<file path="config.mk">
export PLATFORM = sky130hd
export DESIGN_NAME = rtec_top
export DESIGN_NICKNAME = d
export VERILOG_FILES = /design/src/design/rtec_pkg.sv /design/src/design/rtec_top.sv
export SDC_FILE = /design/constraint.sdc
export NUM_CORES = 1
export LEC_CHECK = 0
export ABC_AREA = 1
export ABC_CLOCK_PERIOD_IN_PS = 18600
export BUFFER_PORTS_ARGS = -buffer_cell sky130_fd_sc_hd__buf_2
export CAP_MARGIN = 10
export CORE_ASPECT_RATIO = 0.9
export CORE_MARGIN = 2
export CORE_UTILIZATION = 40
export CTS_BUF_LIST = sky130_fd_sc_hd__clkbuf_4
export DETAILED_ROUTE_END_ITERATION = 7
export PLACE_DENSITY = 0.57
export SYNTH_ARGS = -nofsm -noshare
export SYNTH_HDL_FRONTEND = slang
export SYNTH_SLANG_ARGS = --single-unit
</file>
<file path="constraint.sdc">
create_clock -name clock_i -period 18.6 [get_ports clock_i]
set_input_delay 0 -clock clock_i [delete_from_list [all_inputs] [get_ports clock_i]]
set_output_delay 0 -clock clock_i [all_outputs]
set_load 0.005 [all_outputs]
</file>
<file path="src/design/rtec_pkg.sv">
// Constants for the retirement tag and bus latency counter block
// Overview of operation
// [RQ1] Sum active bus queue entries every cycle
// [RQ2] Entry released only when transaction fully done
// [RQ3] Demand fetch beats adjacent half prefetch
// [RQ4] Allocations counted in 64-byte units
// [RQ5] Level-two writebacks allocate entries with level-three
// [RQ6] Flag uncached chunk and partial combining entries
// [RQ7] Count only with tag and event both set
// [RQ8] Replay tag needs enable and matrix bits
// [RQ9] Split loads: bits 10,24,25 plus port select
// [RQ10] Never tag untaggable operation kinds
// [RQ11] Load tag bit tags front-end loads
// [RQ12] Store tag bit tags front-end stores
// [RQ13] Stack faults flag possible front-end undercount
// [RQ14] Upstream select marks, downstream counts retired
// [RQ15] All bit, tag enable, value one, non-bogus
// [RQ16] Completion counts non-bogus or bogus per mask
// [RQ17] Counters add per event, read without disturbance
package rtec_pkg;
    localparam logic [7:0] OFS_TAG_EN    = 8'h00;
    localparam logic [7:0] OFS_MATRIX    = 8'h04;
    localparam logic [7:0] OFS_LDPORT    = 8'h08;
    localparam logic [7:0] OFS_UOPTYPE   = 8'h0c;
    localparam logic [7:0] OFS_EXEC_UP   = 8'h10;
    localparam logic [7:0] OFS_EXEC_DN   = 8'h14;
    localparam logic [7:0] OFS_INSTR     = 8'h18;
    localparam logic [7:0] OFS_CFG       = 8'h1c;
    localparam logic [7:0] OFS_UNDERWAY  = 8'h20;
    localparam logic [7:0] OFS_ALLOCS    = 8'h24;
    localparam logic [7:0] OFS_STATUS    = 8'h28;
    localparam logic [7:0] OFS_REPLAY_CN = 8'h2c;
    localparam logic [7:0] OFS_FE_CN     = 8'h30;
    localparam logic [7:0] OFS_EXEC_CN   = 8'h34;
    localparam logic [7:0] OFS_INSTR_CN  = 8'h38;
    localparam int TAG_SPLIT_BIT  = 10;
    localparam int TAG_RET_A_BIT  = 24;
    localparam int TAG_RET_B_BIT  = 25;
    localparam int MATRIX_LD_BIT  = 0;
    localparam int LDP_EVT_LSB    = 0;
    localparam int LDP_EVT_W      = 4;
    localparam logic [3:0] LDP_EVT_PORT_REPLAY = 4'h1;
    localparam int LDP_SPLIT_BIT  = 4;
    localparam int LDP_NONSPEC_BIT = 5;
    localparam int UT_LOAD_BIT    = 0;
    localparam int UT_STORE_BIT   = 1;
    localparam int UT_NONSPEC_BIT = 2;
    localparam int EU_CLASS_LSB   = 0;
    localparam int EU_CLASS_W     = 3;
    localparam int EU_ALL_BIT     = 3;
    localparam int EU_TAGEN_BIT   = 4;
    localparam int EU_VAL_LSB     = 5;
    localparam int EU_VAL_W       = 4;
    localparam int ED_NONSPEC_BIT = 0;
    localparam int IN_NONSPEC_BIT = 0;
    localparam int IN_BOGUS_BIT   = 1;
    localparam int CFG_L3_BIT     = 0;
    localparam int ST_UNREL_BIT   = 0;
    localparam int ST_FEUND_BIT   = 1;
    localparam int ST_OCC_LSB     = 8;
    localparam logic [31:0] RST_ZERO    = 32'h0000_0000;
    localparam logic [31:0] RST_EXEC_UP = 32'h0000_0020;
endpackage

</file>
<file path="src/design/rtec_top.sv">
// Bus queue latency accumulators and retirement tag counters
module rtec_top #(
    parameter int ENTRIES = 8,
    parameter int CNT_W   = 32
) (
    input  wire logic        clock_i,
    input  wire logic        rst_i,
    input  wire logic [7:0]  addr_i,
    input  wire logic [31:0] wdata_i,
    input  wire logic        wr_i,
    input  wire logic        rd_i,
    output logic      [31:0] rdata_o,
    input  wire logic        busq_alloc_i,
    input  wire logic        busq_alloc_full_i,
    input  wire logic        busq_alloc_inacc_i,
    input  wire logic        l2_wb_i,
    input  wire logic        busq_dealloc_i,
    input  wire logic        busq_dealloc_full_i,
    input  wire logic        arb_slot_i,
    input  wire logic        demand_req_i,
    input  wire logic        adj_req_i,
    output logic             grant_demand_o,
    output logic             grant_adj_o,
    input  wire logic        early_valid_i,
    input  wire logic        early_load_i,
    input  wire logic        early_store_i,
    input  wire logic        early_split_i,
    input  wire logic        early_untaggable_i,
    input  wire logic [2:0]  early_class_i,
    output logic             replay_tag_o,
    output logic             fe_tag_o,
    output logic      [3:0]  exec_tag_o,
    input  wire logic        ret_valid_i,
    input  wire logic        ret_bogus_i,
    input  wire logic        ret_replay_tag_i,
    input  wire logic        ret_fe_tag_i,
    input  wire logic [3:0]  ret_exec_tag_i,
    input  wire logic        fp_stack_fault_i
);
    localparam int OCC_W = $clog2(2 * ENTRIES + 4);

    initial begin
        if (ENTRIES < 1 || ENTRIES > 64 || CNT_W < 8 || CNT_W > 32) begin
            $error("rtec_top: unsupported ENTRIES or CNT_W");
        end
    end

    // Weight in 64-byte units so allocations match active-entry granularity
    function automatic logic [1:0] unit_w(input logic v, input logic full);
        unit_w = v ? (full ? 2'h2 : 2'h1) : 2'h0;
    endfunction

    logic [31:0]      tag_en_r;
    logic [31:0]      matrix_r;
    logic [31:0]      ldport_r;
    logic [31:0]      uoptype_r;
    logic [31:0]      exec_up_r;
    logic [31:0]      exec_dn_r;
    logic [31:0]      instr_r;
    logic [31:0]      cfg_r;
    logic [OCC_W-1:0] occ_r;
    logic [CNT_W-1:0] underway_r;
    logic [CNT_W-1:0] allocs_r;
    logic [CNT_W-1:0] replay_cn_r;
    logic [CNT_W-1:0] fe_cn_r;
    logic [CNT_W-1:0] exec_cn_r;
    logic [CNT_W-1:0] instr_cn_r;
    logic             unrel_r;
    logic             feund_r;

    wire wr_tag_en  = wr_i && addr_i == rtec_pkg::OFS_TAG_EN;
    wire wr_matrix  = wr_i && addr_i == rtec_pkg::OFS_MATRIX;
    wire wr_ldport  = wr_i && addr_i == rtec_pkg::OFS_LDPORT;
    wire wr_uoptype = wr_i && addr_i == rtec_pkg::OFS_UOPTYPE;
    wire wr_exec_up = wr_i && addr_i == rtec_pkg::OFS_EXEC_UP;
    wire wr_exec_dn = wr_i && addr_i == rtec_pkg::OFS_EXEC_DN;
    wire wr_instr   = wr_i && addr_i == rtec_pkg::OFS_INSTR;
    wire wr_cfg     = wr_i && addr_i == rtec_pkg::OFS_CFG;
    wire wr_status  = wr_i && addr_i == rtec_pkg::OFS_STATUS;

    // Writebacks hitting level three never reach the bus but still hold an entry
    wire       wb_alloc  = l2_wb_i && cfg_r[rtec_pkg::CFG_L3_BIT];                  // [RQ5]
    wire [1:0] alloc_w   = unit_w(busq_alloc_i, busq_alloc_full_i);                // [RQ4]
    wire [1:0] wb_w      = unit_w(wb_alloc, 1'b0);
    wire [1:0] dealloc_w = unit_w(busq_dealloc_i, busq_dealloc_full_i);            // [RQ2]
    wire [OCC_W-1:0] occ_up  = occ_r + OCC_W'(alloc_w) + OCC_W'(wb_w);
    wire [OCC_W-1:0] occ_nxt = (occ_up > OCC_W'(dealloc_w)) ? occ_up - OCC_W'(dealloc_w)
                                                            : '0;
    wire [CNT_W-1:0] underway_nxt = underway_r + CNT_W'(occ_r);                     // [RQ1]
    wire [CNT_W-1:0] allocs_nxt   = allocs_r + CNT_W'(alloc_w) + CNT_W'(wb_w);      // [RQ4]

    // Adjacent-half prefetch only takes a slot that no demand fetch wants
    wire grant_demand_nxt = arb_slot_i && demand_req_i;                             // [RQ3]
    wire grant_adj_nxt    = arb_slot_i && adj_req_i && !demand_req_i;               // [RQ3]

    wire taggable  = early_valid_i && !early_untaggable_i;                          // [RQ10]
    wire [3:0] ldp_evt = ldport_r[rtec_pkg::LDP_EVT_LSB +: rtec_pkg::LDP_EVT_W];
    wire replay_arm = tag_en_r[rtec_pkg::TAG_SPLIT_BIT]
                   && tag_en_r[rtec_pkg::TAG_RET_A_BIT]
                   && tag_en_r[rtec_pkg::TAG_RET_B_BIT]
                   && matrix_r[rtec_pkg::MATRIX_LD_BIT]
                   && ldp_evt == rtec_pkg::LDP_EVT_PORT_REPLAY
                   && ldport_r[rtec_pkg::LDP_SPLIT_BIT];                           // [RQ8] [RQ9]
    wire replay_tag_nxt = taggable && early_load_i && early_split_i && replay_arm;  // [RQ9]
    wire fe_ld_tag  = early_load_i && uoptype_r[rtec_pkg::UT_LOAD_BIT];             // [RQ11]
    wire fe_st_tag  = early_store_i && uoptype_r[rtec_pkg::UT_STORE_BIT];           // [RQ12]
    wire fe_tag_nxt = taggable && (fe_ld_tag || fe_st_tag);

    wire [2:0] eu_class = exec_up_r[rtec_pkg::EU_CLASS_LSB +: rtec_pkg::EU_CLASS_W];
    wire [3:0] eu_value = exec_up_r[rtec_pkg::EU_VAL_LSB +: rtec_pkg::EU_VAL_W];
    wire exec_hit = taggable && exec_up_r[rtec_pkg::EU_ALL_BIT]
                 && exec_up_r[rtec_pkg::EU_TAGEN_BIT] && early_class_i == eu_class; // [RQ14]
    wire [3:0] exec_tag_nxt = exec_hit ? eu_value : 4'h0;                          // [RQ15]

    // Tag alone is not enough: the retirement event must also be selected
    wire ret_good   = ret_valid_i && !ret_bogus_i;
    wire replay_inc = ret_good && ret_replay_tag_i
                   && ldport_r[rtec_pkg::LDP_NONSPEC_BIT];                         // [RQ7]
    wire fe_inc     = ret_good && ret_fe_tag_i
                   && uoptype_r[rtec_pkg::UT_NONSPEC_BIT];                         // [RQ11] [RQ12]
    wire exec_inc   = ret_good && eu_value != 4'h0 && ret_exec_tag_i == eu_value
                   && exec_dn_r[rtec_pkg::ED_NONSPEC_BIT];                         // [RQ14]
    wire instr_inc  = ret_valid_i
                   && ((instr_r[rtec_pkg::IN_NONSPEC_BIT] && !ret_bogus_i)
                    || (instr_r[rtec_pkg::IN_BOGUS_BIT] && ret_bogus_i));          // [RQ16]

    // Sticky flags: a new event in the clearing cycle keeps the flag set
    wire unrel_nxt = (busq_alloc_i && busq_alloc_inacc_i)
                  || (unrel_r && !(wr_status && wdata_i[rtec_pkg::ST_UNREL_BIT])); // [RQ6]
    wire feund_nxt = fp_stack_fault_i
                  || (feund_r && !(wr_status && wdata_i[rtec_pkg::ST_FEUND_BIT])); // [RQ13]

    wire [31:0] status_v = (32'(occ_r) << rtec_pkg::ST_OCC_LSB)
                         | (32'(feund_r) << rtec_pkg::ST_FEUND_BIT)
                         | (32'(unrel_r) << rtec_pkg::ST_UNREL_BIT);
    wire [31:0] rmux =
        addr_i == rtec_pkg::OFS_TAG_EN    ? tag_en_r :
        addr_i == rtec_pkg::OFS_MATRIX    ? matrix_r :
        addr_i == rtec_pkg::OFS_LDPORT    ? ldport_r :
        addr_i == rtec_pkg::OFS_UOPTYPE   ? uoptype_r :
        addr_i == rtec_pkg::OFS_EXEC_UP   ? exec_up_r :
        addr_i == rtec_pkg::OFS_EXEC_DN   ? exec_dn_r :
        addr_i == rtec_pkg::OFS_INSTR     ? instr_r :
        addr_i == rtec_pkg::OFS_CFG       ? cfg_r :
        addr_i == rtec_pkg::OFS_UNDERWAY  ? 32'(underway_r) :
        addr_i == rtec_pkg::OFS_ALLOCS    ? 32'(allocs_r) :
        addr_i == rtec_pkg::OFS_STATUS    ? status_v :
        addr_i == rtec_pkg::OFS_REPLAY_CN ? 32'(replay_cn_r) :
        addr_i == rtec_pkg::OFS_FE_CN     ? 32'(fe_cn_r) :
        addr_i == rtec_pkg::OFS_EXEC_CN   ? 32'(exec_cn_r) :
        addr_i == rtec_pkg::OFS_INSTR_CN  ? 32'(instr_cn_r) : 32'h0000_0000;
    wire [31:0] rdata_nxt = rd_i ? rmux : 32'h0000_0000;                           // [RQ17]

    always_ff @(posedge clock_i or posedge rst_i) begin
        if (rst_i) begin
            tag_en_r  <= rtec_pkg::RST_ZERO;
            matrix_r  <= rtec_pkg::RST_ZERO;
            ldport_r  <= rtec_pkg::RST_ZERO;
            uoptype_r <= rtec_pkg::RST_ZERO;
            exec_up_r <= rtec_pkg::RST_EXEC_UP;
            exec_dn_r <= rtec_pkg::RST_ZERO;
            instr_r   <= rtec_pkg::RST_ZERO;
            cfg_r     <= rtec_pkg::RST_ZERO;
        end else begin
            if (wr_tag_en)  tag_en_r  <= wdata_i;
            if (wr_matrix)  matrix_r  <= wdata_i;
            if (wr_ldport)  ldport_r  <= wdata_i;
            if (wr_uoptype) uoptype_r <= wdata_i;
            if (wr_exec_up) exec_up_r <= wdata_i;
            if (wr_exec_dn) exec_dn_r <= wdata_i;
            if (wr_instr)   instr_r   <= wdata_i;
            if (wr_cfg)     cfg_r     <= wdata_i;
        end
    end

    // Counters wrap; software takes differences between reads
    always_ff @(posedge clock_i or posedge rst_i) begin
        if (rst_i) begin
            occ_r       <= '0;
            underway_r  <= '0;
            allocs_r    <= '0;
            replay_cn_r <= '0;
            fe_cn_r     <= '0;
            exec_cn_r   <= '0;
            instr_cn_r  <= '0;
            unrel_r     <= 1'b0;
            feund_r     <= 1'b0;
        end else begin
            occ_r       <= occ_nxt;
            underway_r  <= underway_nxt;
            allocs_r    <= allocs_nxt;
            replay_cn_r <= replay_cn_r + CNT_W'(replay_inc);                       // [RQ17]
            fe_cn_r     <= fe_cn_r + CNT_W'(fe_inc);
            exec_cn_r   <= exec_cn_r + CNT_W'(exec_inc);
            instr_cn_r  <= instr_cn_r + CNT_W'(instr_inc);
            unrel_r     <= unrel_nxt;
            feund_r     <= feund_nxt;
        end
    end

    always_ff @(posedge clock_i or posedge rst_i) begin
        if (rst_i) begin
            rdata_o        <= 32'h0000_0000;
            grant_demand_o <= 1'b0;
            grant_adj_o    <= 1'b0;
            replay_tag_o   <= 1'b0;
            fe_tag_o       <= 1'b0;
            exec_tag_o     <= 4'h0;
        end else begin
            rdata_o        <= rdata_nxt;
            grant_demand_o <= grant_demand_nxt;
            grant_adj_o    <= grant_adj_nxt;
            replay_tag_o   <= replay_tag_nxt;
            fe_tag_o       <= fe_tag_nxt;
            exec_tag_o     <= exec_tag_nxt;
        end
    end
endmodule // rtec_top
</file>
==> impl_metrics.json, run 1 <==
{
  "status": "complete, no violations",
  "crit_cells": 14,
  "num_rows": 84,
  "slew_headroom_pct": 34.7,
  "die-width_um": 261,
  "final_cell_area_um2": 28200,
  "crit_path_top_delay_cell": "dlygate4sd3_1",
  "dp_hpwl_um": 44600,
  "worst_slew_pin_slew_ns": 0.979,
  "core_area_um2": 58500,
  "drtIter0Drc": 1635,
  "yosysWarnings": 0,
  "synth_cell_types": 46,
  "synth_top_family_by_area": "simple AND/OR/NAND/NOR gates",
  "dpl_cell_area_um2": 25100,
  "cts_sinks": 495,
  "synth-simple-area-share_pct": 24.1,
  "r2r-end": "exec_cn_r[28]$_DFF_PP0_",
  "synth.area.mux_share_pct": 0,
  "hp-start": "early_class_i[1]",
  "insertion_delay_ns": 0.99,
  "crit_fanout": 4,
  "power.density_nw_per_um2": 87.6,
  "clockBufferDepth": 3,
  "synth-edff-count": 0,
  "drc_errors": 0,
  "cts_tree": "done",
  "rr_worst_depth": 14,
  "synth-compound-area-share_pct": 9.65,
  "viasPerCell": 5.08,
  "ant_nets": 0,
  "boundaryPins": 110,
  "r2r_slack_ns": 14.40,
  "portBuffers": 109,
  "place_congestion": 0.872,
  "cts_setup_buffers": 0,
  "firstDrtPassIters": 6,
  "grt_pass1_wl_um": 110000,
  "maxSlewViolCount": 0,
  "path_cells": "inv_1, o22ai_1, dlygate4sd3_1, nor3_1, dlygate4sd3_1, ha_1, ha_1, nand2_1, nor2_1, nand4_1, nor3_2, nand2_1, nor3_1, xor2_1",
  "die_h_um": 235,
  "yosysSeqAreaShare_pct": 52.2,
  "postSynthCellCount": 2772,
  "hold_class": "input port to register",
  "reg2reg_from": "exec_up_r[7]$_DFFE_PP0P_",
  "avgSynthCellArea_um2": 8.57,
  "holdPathStages": 5,
  "cp.required_ns": 19.47,
  "grt_pass1_vias": 20000,
  "ys.flop_type": "dfrtp_1",
  "rsz0062_at_grt": "false",
  "syn_area_um2": 23800,
  "clkTransAtPathRegs_ns": 0.08,
  "syn-num-nets": 2865,
  "overflow": 0,
  "dieArea_um2": 61300,
  "arrival_ns": 5.07,
  "htreeDepth": 4,
  "hold_end": "exec_tag_o[0]$_DFF_PP0_",
  "grt_max_degree": 172,
  "setup_violations": 0,
  "synth-xor-area-share_pct": 6.67,
  "synth_fa_ha_area_share_pct": 1.40,
  "grt_usage_pct": 22.8,
  "fin_crit_ns": 4.20,
  "ys_ff_latch": 495,
  "initial_utilization_pct": 40.6,
  "antenna_found_initial": 2,
  "num_vias": 20100,
  "final_common_cell": "nand2_1",
  "p_leak_nw": 13.5,
  "slowest_delay_ns": 0.65,
  "layout-drive-gt1-share_pct": 14.9,
  "numCtsBuffers": 141,
  "finalHoldViolations": 0,
  "async_flop_share_pct": 100,
  "final_cell_mix": "nand2_1 (708), dfrtp_1 (494), o21ai_0 (301)",
  "crit_family": "simple AND/OR/NAND/NOR gates",
  "crit_path_end_kind": "register",
  "wl_per_cell_um": 17.1,
  "finalSetupTns_ns": 0,
  "finalCritPeriodShare_pct": 22.6,
  "start_kind": "register",
  "fmax_mhz": 238,
  "wirelength_um": 67400,
  "syn_to_final_growth_pct": 18.9,
  "maxCapViolations": 0,
  "path_buf_inv": 3,
  "final_nets": 3167,
  "clock_skew_ns": 0.0461,
  "root_buffer": "clkbuf_4",
  "ir_drop_uv": 56.4,
  "crit_type": "register to register"
}
tightest hold or removal path, delay by kind of cell:
kind	cells	cell delay, ns
AND/OR/NAND/NOR	2	0.19
XOR/XNOR	1	0.14
buffers and inverters	2	0.74
cell type report:
type	instances	area [um2]
fill	5651	30300
inverter	265	1000
clock buffer	212	1590
sequential	495	12400
antenna	6	15.0
tap	774	968
clock inverter	30	228
timing repair buffer	266	2060
multi-input combinational	1905	9980
synthesized netlist by cell type (2+ instances only):
cell      number  area share [%]
nand2_1      716              11
dfrtp_1      494              52
o21ai_0      301             6.3
inv_1        259             4.1
nor2_1       154             2.4
xor2_1       141             5.2
nand3_1      128             2.7
a21oi_1      103             2.2
nand4_1       86             2.3
clkbuf_1      84             1.3
xnor2_1       40             1.5
nor3_1        39            0.82
o21ai_1       34            0.72
buf_2         20            0.42
nor2_2        20            0.53
nor2_4        20            0.95
nor4_1        20            0.53
ha_1          17            0.90
nand3_2       14            0.59
nand2_2       10            0.26
nor3_2         8            0.34
nor4_2         7            0.37
o22ai_1        7            0.18
fa_1           6            0.51
or2_0          6            0.16
or2_2          6            0.16
inv_2          5           0.079
nand3_4        3            0.22
and3_1         2           0.053
buf_1          2           0.032
nand3b_1       2           0.063
nor3_4         2            0.14
nor3b_1        2           0.063
or2_1          2           0.053
registers in the layout, indices dropped and copies added, names as in the netlist, 4 cells and up:
register,count
exec_tag_o,4
rdata_o,32
occ_r,5
tag_en_r,32
matrix_r,32
underway_r,32
allocs_r,32
exec_dn_r,32
ldport_r,32
uoptype_r,32
exec_up_r,32
replay_cn_r,32
instr_r,32
instr_cn_r,32
cfg_r,32
fe_cn_r,32
exec_cn_r,32
per-stage QoR:
step / cells / hold WS [ns] / setup WS, ns / total power, mW / utilization, %
floorplan: 2772 / 0.0655 / 4.78 / 1.36 / -
global placement: 3575 / 0.173 / 15.18 / 1.42 / 42.9
detailed placement: 3575 / 0.181 / 15.08 / 1.43 / 42.9
CTS: 3947 / 0.00918 / 14.45 / 2.51 / 48.2
global route: 3951 / 0.0789 / 14.08 / 2.62 / 48.2
finish: 3953 / 0.135 / 14.40 / 2.47 / 48.2
power breakdown:
part	total [mW]	leakage (nW)	switching, mW	internal, mW
Clock	1.03	1.07	0.474	0.561
Sequential	1.19	6.57	0.0480	1.14
Combinational	0.251	5.85	0.147	0.104
Total	2.47	13.5	0.669	1.80
worst max path at each step:
| stage | startpoint | end |
|---|---|---|
| 4_1_cts | exec_up_r[7]$_DFFE_PP0P_ | exec_cn_r[28]$_DFF_PP0_ |
| 2_1_floorplan | rst_i | allocs_r[0]$_DFF_PP0_ |
| 3_3_place_gp | exec_up_r[5]$_DFFE_PP1P_ | exec_cn_r[30]$_DFF_PP0_ |
| 3_5_place_dp | exec_up_r[5]$_DFFE_PP1P_ | exec_cn_r[30]$_DFF_PP0_ |
| 5_1_grt | exec_up_r[7]$_DFFE_PP0P_ | exec_cn_r[30]$_DFF_PP0_ |
| 6_report | exec_up_r[7]$_DFFE_PP0P_ | exec_cn_r[28]$_DFF_PP0_ |
cells by family after synthesis:
| kind of cell | after synthesis |
|---|---|
| DFF | 495 |
| xor gates and xnor gates | 181 |
| adders and majority gates | 23 |
| and+or+nand+nor | 1249 |
| AOI/OAI and AO/OA | 452 |
| buffers and inverters | 372 |
metal layers:
layer | share of wire [%] | track usage (%) | routed length [um] | vias up
met5 | 0 | 0 | 0 | -
met4 | 1.8 | 6.35 | 1190 | 0
met3 | 5.3 | 5.02 | 3550 | 87
met2 | 45 | 34.2 | 30200 | 526
met1 | 48 | 33.1 | 32500 | 9782
li1 | - | - | - | 9689
repair_timing:
action	CTS	global route
hold buffers	130	0
gates resized for setup	0	0
endpoints found under the hold margin	467	0
No activity file was read; power rests on OpenSTA's default activity.
==> run 2, diff against run 1 <==
--- a/config.mk
+++ b/config.mk
@@ -6,7 +6,7 @@
 export NUM_CORES = 1
 export LEC_CHECK = 0
 export ABC_AREA = 1
-export ABC_CLOCK_PERIOD_IN_PS = 18600
+export ABC_CLOCK_PERIOD_IN_PS = 4000
 export BUFFER_PORTS_ARGS = -buffer_cell sky130_fd_sc_hd__buf_2
 export CAP_MARGIN = 10
 export CORE_ASPECT_RATIO = 0.9
==> constraint.sdc (replaced) <==
create_clock -name clock_i -period 4 [get_ports clock_i]
set_input_delay 0 -clock clock_i [delete_from_list [all_inputs] [get_ports clock_i]]
set_output_delay 0 -clock clock_i [all_outputs]
set_load 0.005 [all_outputs]
==> run 2 against run 1 <==
Global-route usage fell by 0.41 points. Worst setup slack got worse by 14 ns. Die area did not move. Sequential power rose to 4.6 times the previous value. Register-to-register slack got worse by 14 ns. Critical path type unchanged. Sequential share of layout area barely moved. Critical path depth did not move. Cell area rose by 0.10%.
==> impl_metrics.json, run 2 (synthesized netlist as in run 1, its figures left out) <==
{
  "cts_sinks": 495,
  "wirelength_um": 66200,
  "antenna_found_initial": 2,
  "layout-drive-gt1-share_pct": 14.9,
  "finalCritPeriodShare_pct": 92.7,
  "viasPerCell": 5.06,
  "slowest_delay_ns": 0.60,
  "grt_max_degree": 129,
  "crit_fanout": 4,
  "rr_worst_depth": 14,
  "fin_crit_ns": 3.71,
  "crit_path_end_kind": "register",
  "grt_usage_pct": 22.4,
  "num_rows": 84,
  "die-width_um": 261,
  "num_vias": 20000,
  "grt_pass1_wl_um": 109000,
  "dieArea_um2": 61300,
  "cp.required_ns": 4.81,
  "power.density_nw_per_um2": 398,
  "multi_input_area_um2": 9990,
  "place_congestion": 0.844,
  "clockBufferDepth": 3,
  "ant_nets": 0,
  "status": "complete, no violations",
  "p_leak_nw": 13.5,
  "fmax_mhz": 270,
  "r2r-end": "exec_cn_r[28]$_DFF_PP0_",
  "finalHoldViolations": 0,
  "arrival_ns": 4.52,
  "seqCellArea_um2": 12400,
  "worst_slew_pin_slew_ns": 1.21,
  "final_cells": 3946,
  "core_area_um2": 58500,
  "r2r_slack_ns": 0.29,
  "slew_headroom_pct": 19.0,
  "final_common_cell": "nand2_1",
  "hp-start": "early_class_i[2]",
  "initial_utilization_pct": 40.6,
  "ir_drop_uv": 274,
  "power_mw": 11.3,
  "syn_to_final_growth_pct": 19.0,
  "boundaryPins": 110,
  "hold_class": "input port to register",
  "fillCellCount": 5660,
  "grt_pass1_vias": 20200,
  "maxSlewViolCount": 0,
  "overflow": 0,
  "drtIter0Drc": 1522,
  "clock_skew_ns": 0.0558,
  "portBuffers": 109,
  "holdPathStages": 5,
  "root_buffer": "clkbuf_4",
  "final_cell_mix": "nand2_1 (708), dfrtp_1 (494), o21ai_0 (301)",
  "top_usage_layer": "met2",
  "path_cells": "xor2_1, nor3b_1, o2111ai_1, dlygate4sd3_1, nor3_2, ha_1, ha_1, nand2_1, nor2_2, nand4_1, nor3_2, nand2_1, nor3_1, xor2_1",
  "dp_hpwl_um": 45000,
  "setup_violations": 0,
  "htreeDepth": 4,
  "grt_use_met3_pct": 4.46,
  "dpl.cell_count": 3579,
  "met1_usage_pct": 31.8,
  "hold_end": "exec_tag_o[2]$_DFF_PP0_",
  "clkTransAtPathRegs_ns": 0.07,
  "firstDrtPassIters": 6,
  "cts_tree": "done",
  "rsz0062_at_grt": "false",
  "reg2reg_from": "exec_up_r[5]$_DFFE_PP1P_",
  "use_met2_pct": 34.0,
  "final_nets": 3178,
  "cts_setup_buffers": 0,
  "die_h_um": 235,
  "insertion_delay_ns": 0.94,
  "drc_errors": 0,
  "maxCapViolations": 0,
  "start_kind": "register",
  "crit_path_top_delay_cell": "dlygate4sd3_1",
  "crit_type": "register to register",
  "numCtsBuffers": 141,
  "wl_per_cell_um": 16.8
}
-- run 2: per-stage QoR --
| stage | setup WS, ns | TNS (ns) | util [%] | hold slack (ns) | cell area, um2 |
|---|---|---|---|---|---|
| 5_1_grt | 0.0311 | 0 | 48.3 | 0.0964 | 28300 |
| 2_1_floorplan | -2.71 | -1341.42 | - | 0.0655 | 23800 |
| 4_1_cts | 0.0649 | 0 | 48.2 | 0.00354 | 28200 |
| 3_5_place_dp | 0.612 | 0 | 43.0 | 0.173 | 25200 |
| 6_report | 0.292 | 0 | 48.3 | 0.124 | 28300 |
| 3_3_place_gp | 0.632 | 0 | 43.0 | 0.162 | 25200 |
-- run 2: cell type report --
class                           count  share of cell area, %
Sequential cell                   495                   43.8
Multi-Input combinational cell   1905                   35.3
Timing Repair Buffer              277                   7.94
Clock buffer                      201                   5.34
Inverter                          265                   3.53
Tap cell                          774                   3.43
Clock inverter                     27                  0.576
Antenna cell                        2                 0.0177
-- run 2: worst max-delay path by stage --
| stage | startpoint | endpoint | slack [ns] | cells after the start |
|---|---|---|---|---|
| 3_5_place_dp | exec_up_r[5]$_DFFE_PP1P_ | exec_cn_r[30]$_DFF_PP0_ | 0.61 | 14 |
| 6_report | exec_up_r[5]$_DFFE_PP1P_ | exec_cn_r[28]$_DFF_PP0_ | 0.29 | 14 |
| 3_3_place_gp | exec_up_r[5]$_DFFE_PP1P_ | exec_cn_r[30]$_DFF_PP0_ | 0.63 | 14 |
| 5_1_grt | exec_up_r[5]$_DFFE_PP1P_ | exec_cn_r[24]$_DFF_PP0_ | 0.03 | 16 |
| 4_1_cts | exec_up_r[5]$_DFFE_PP1P_ | exec_cn_r[28]$_DFF_PP0_ | 0.06 | 14 |
| 2_1_floorplan | rst_i | allocs_r[0]$_DFF_PP0_ | -2.71 | 1 |
-- run 2: report_power, final --
part / internal, mW / total [mW] / switching [mW]
Combinational: 0.513 / 1.21 / 0.702
Clock: 2.36 / 4.53 / 2.17
Sequential: 5.30 / 5.51 / 0.219
-- run 2: critical path, delay by kind of cell (launching register included) --
family                     cells  cell delay, ns
xor gates and xnor gates       2            0.23
AOI/OAI and AO/OA              1            0.14
adders and majority gates      2            0.46
and+or+nand+nor                8            1.59
buffers and inverters          1            0.60
DFF                            1            0.56
-- run 2: timing repair --
item	4_1_cts	5_1_grt
hold buffers	135	0
endpoints found under the hold margin	839	0
setup endpoints to repair	0	6
gates resized for setup	0	2
-- run 2: layer usage --
| layer | part of all wire, % | wire, um |
|---|---|---|
| met5 | 0 | 0 |
| met4 | 1.9 | 1260 |
| met3 | 4.9 | 3240 |
| met2 | 46 | 30200 |
| met1 | 48 | 31400 |
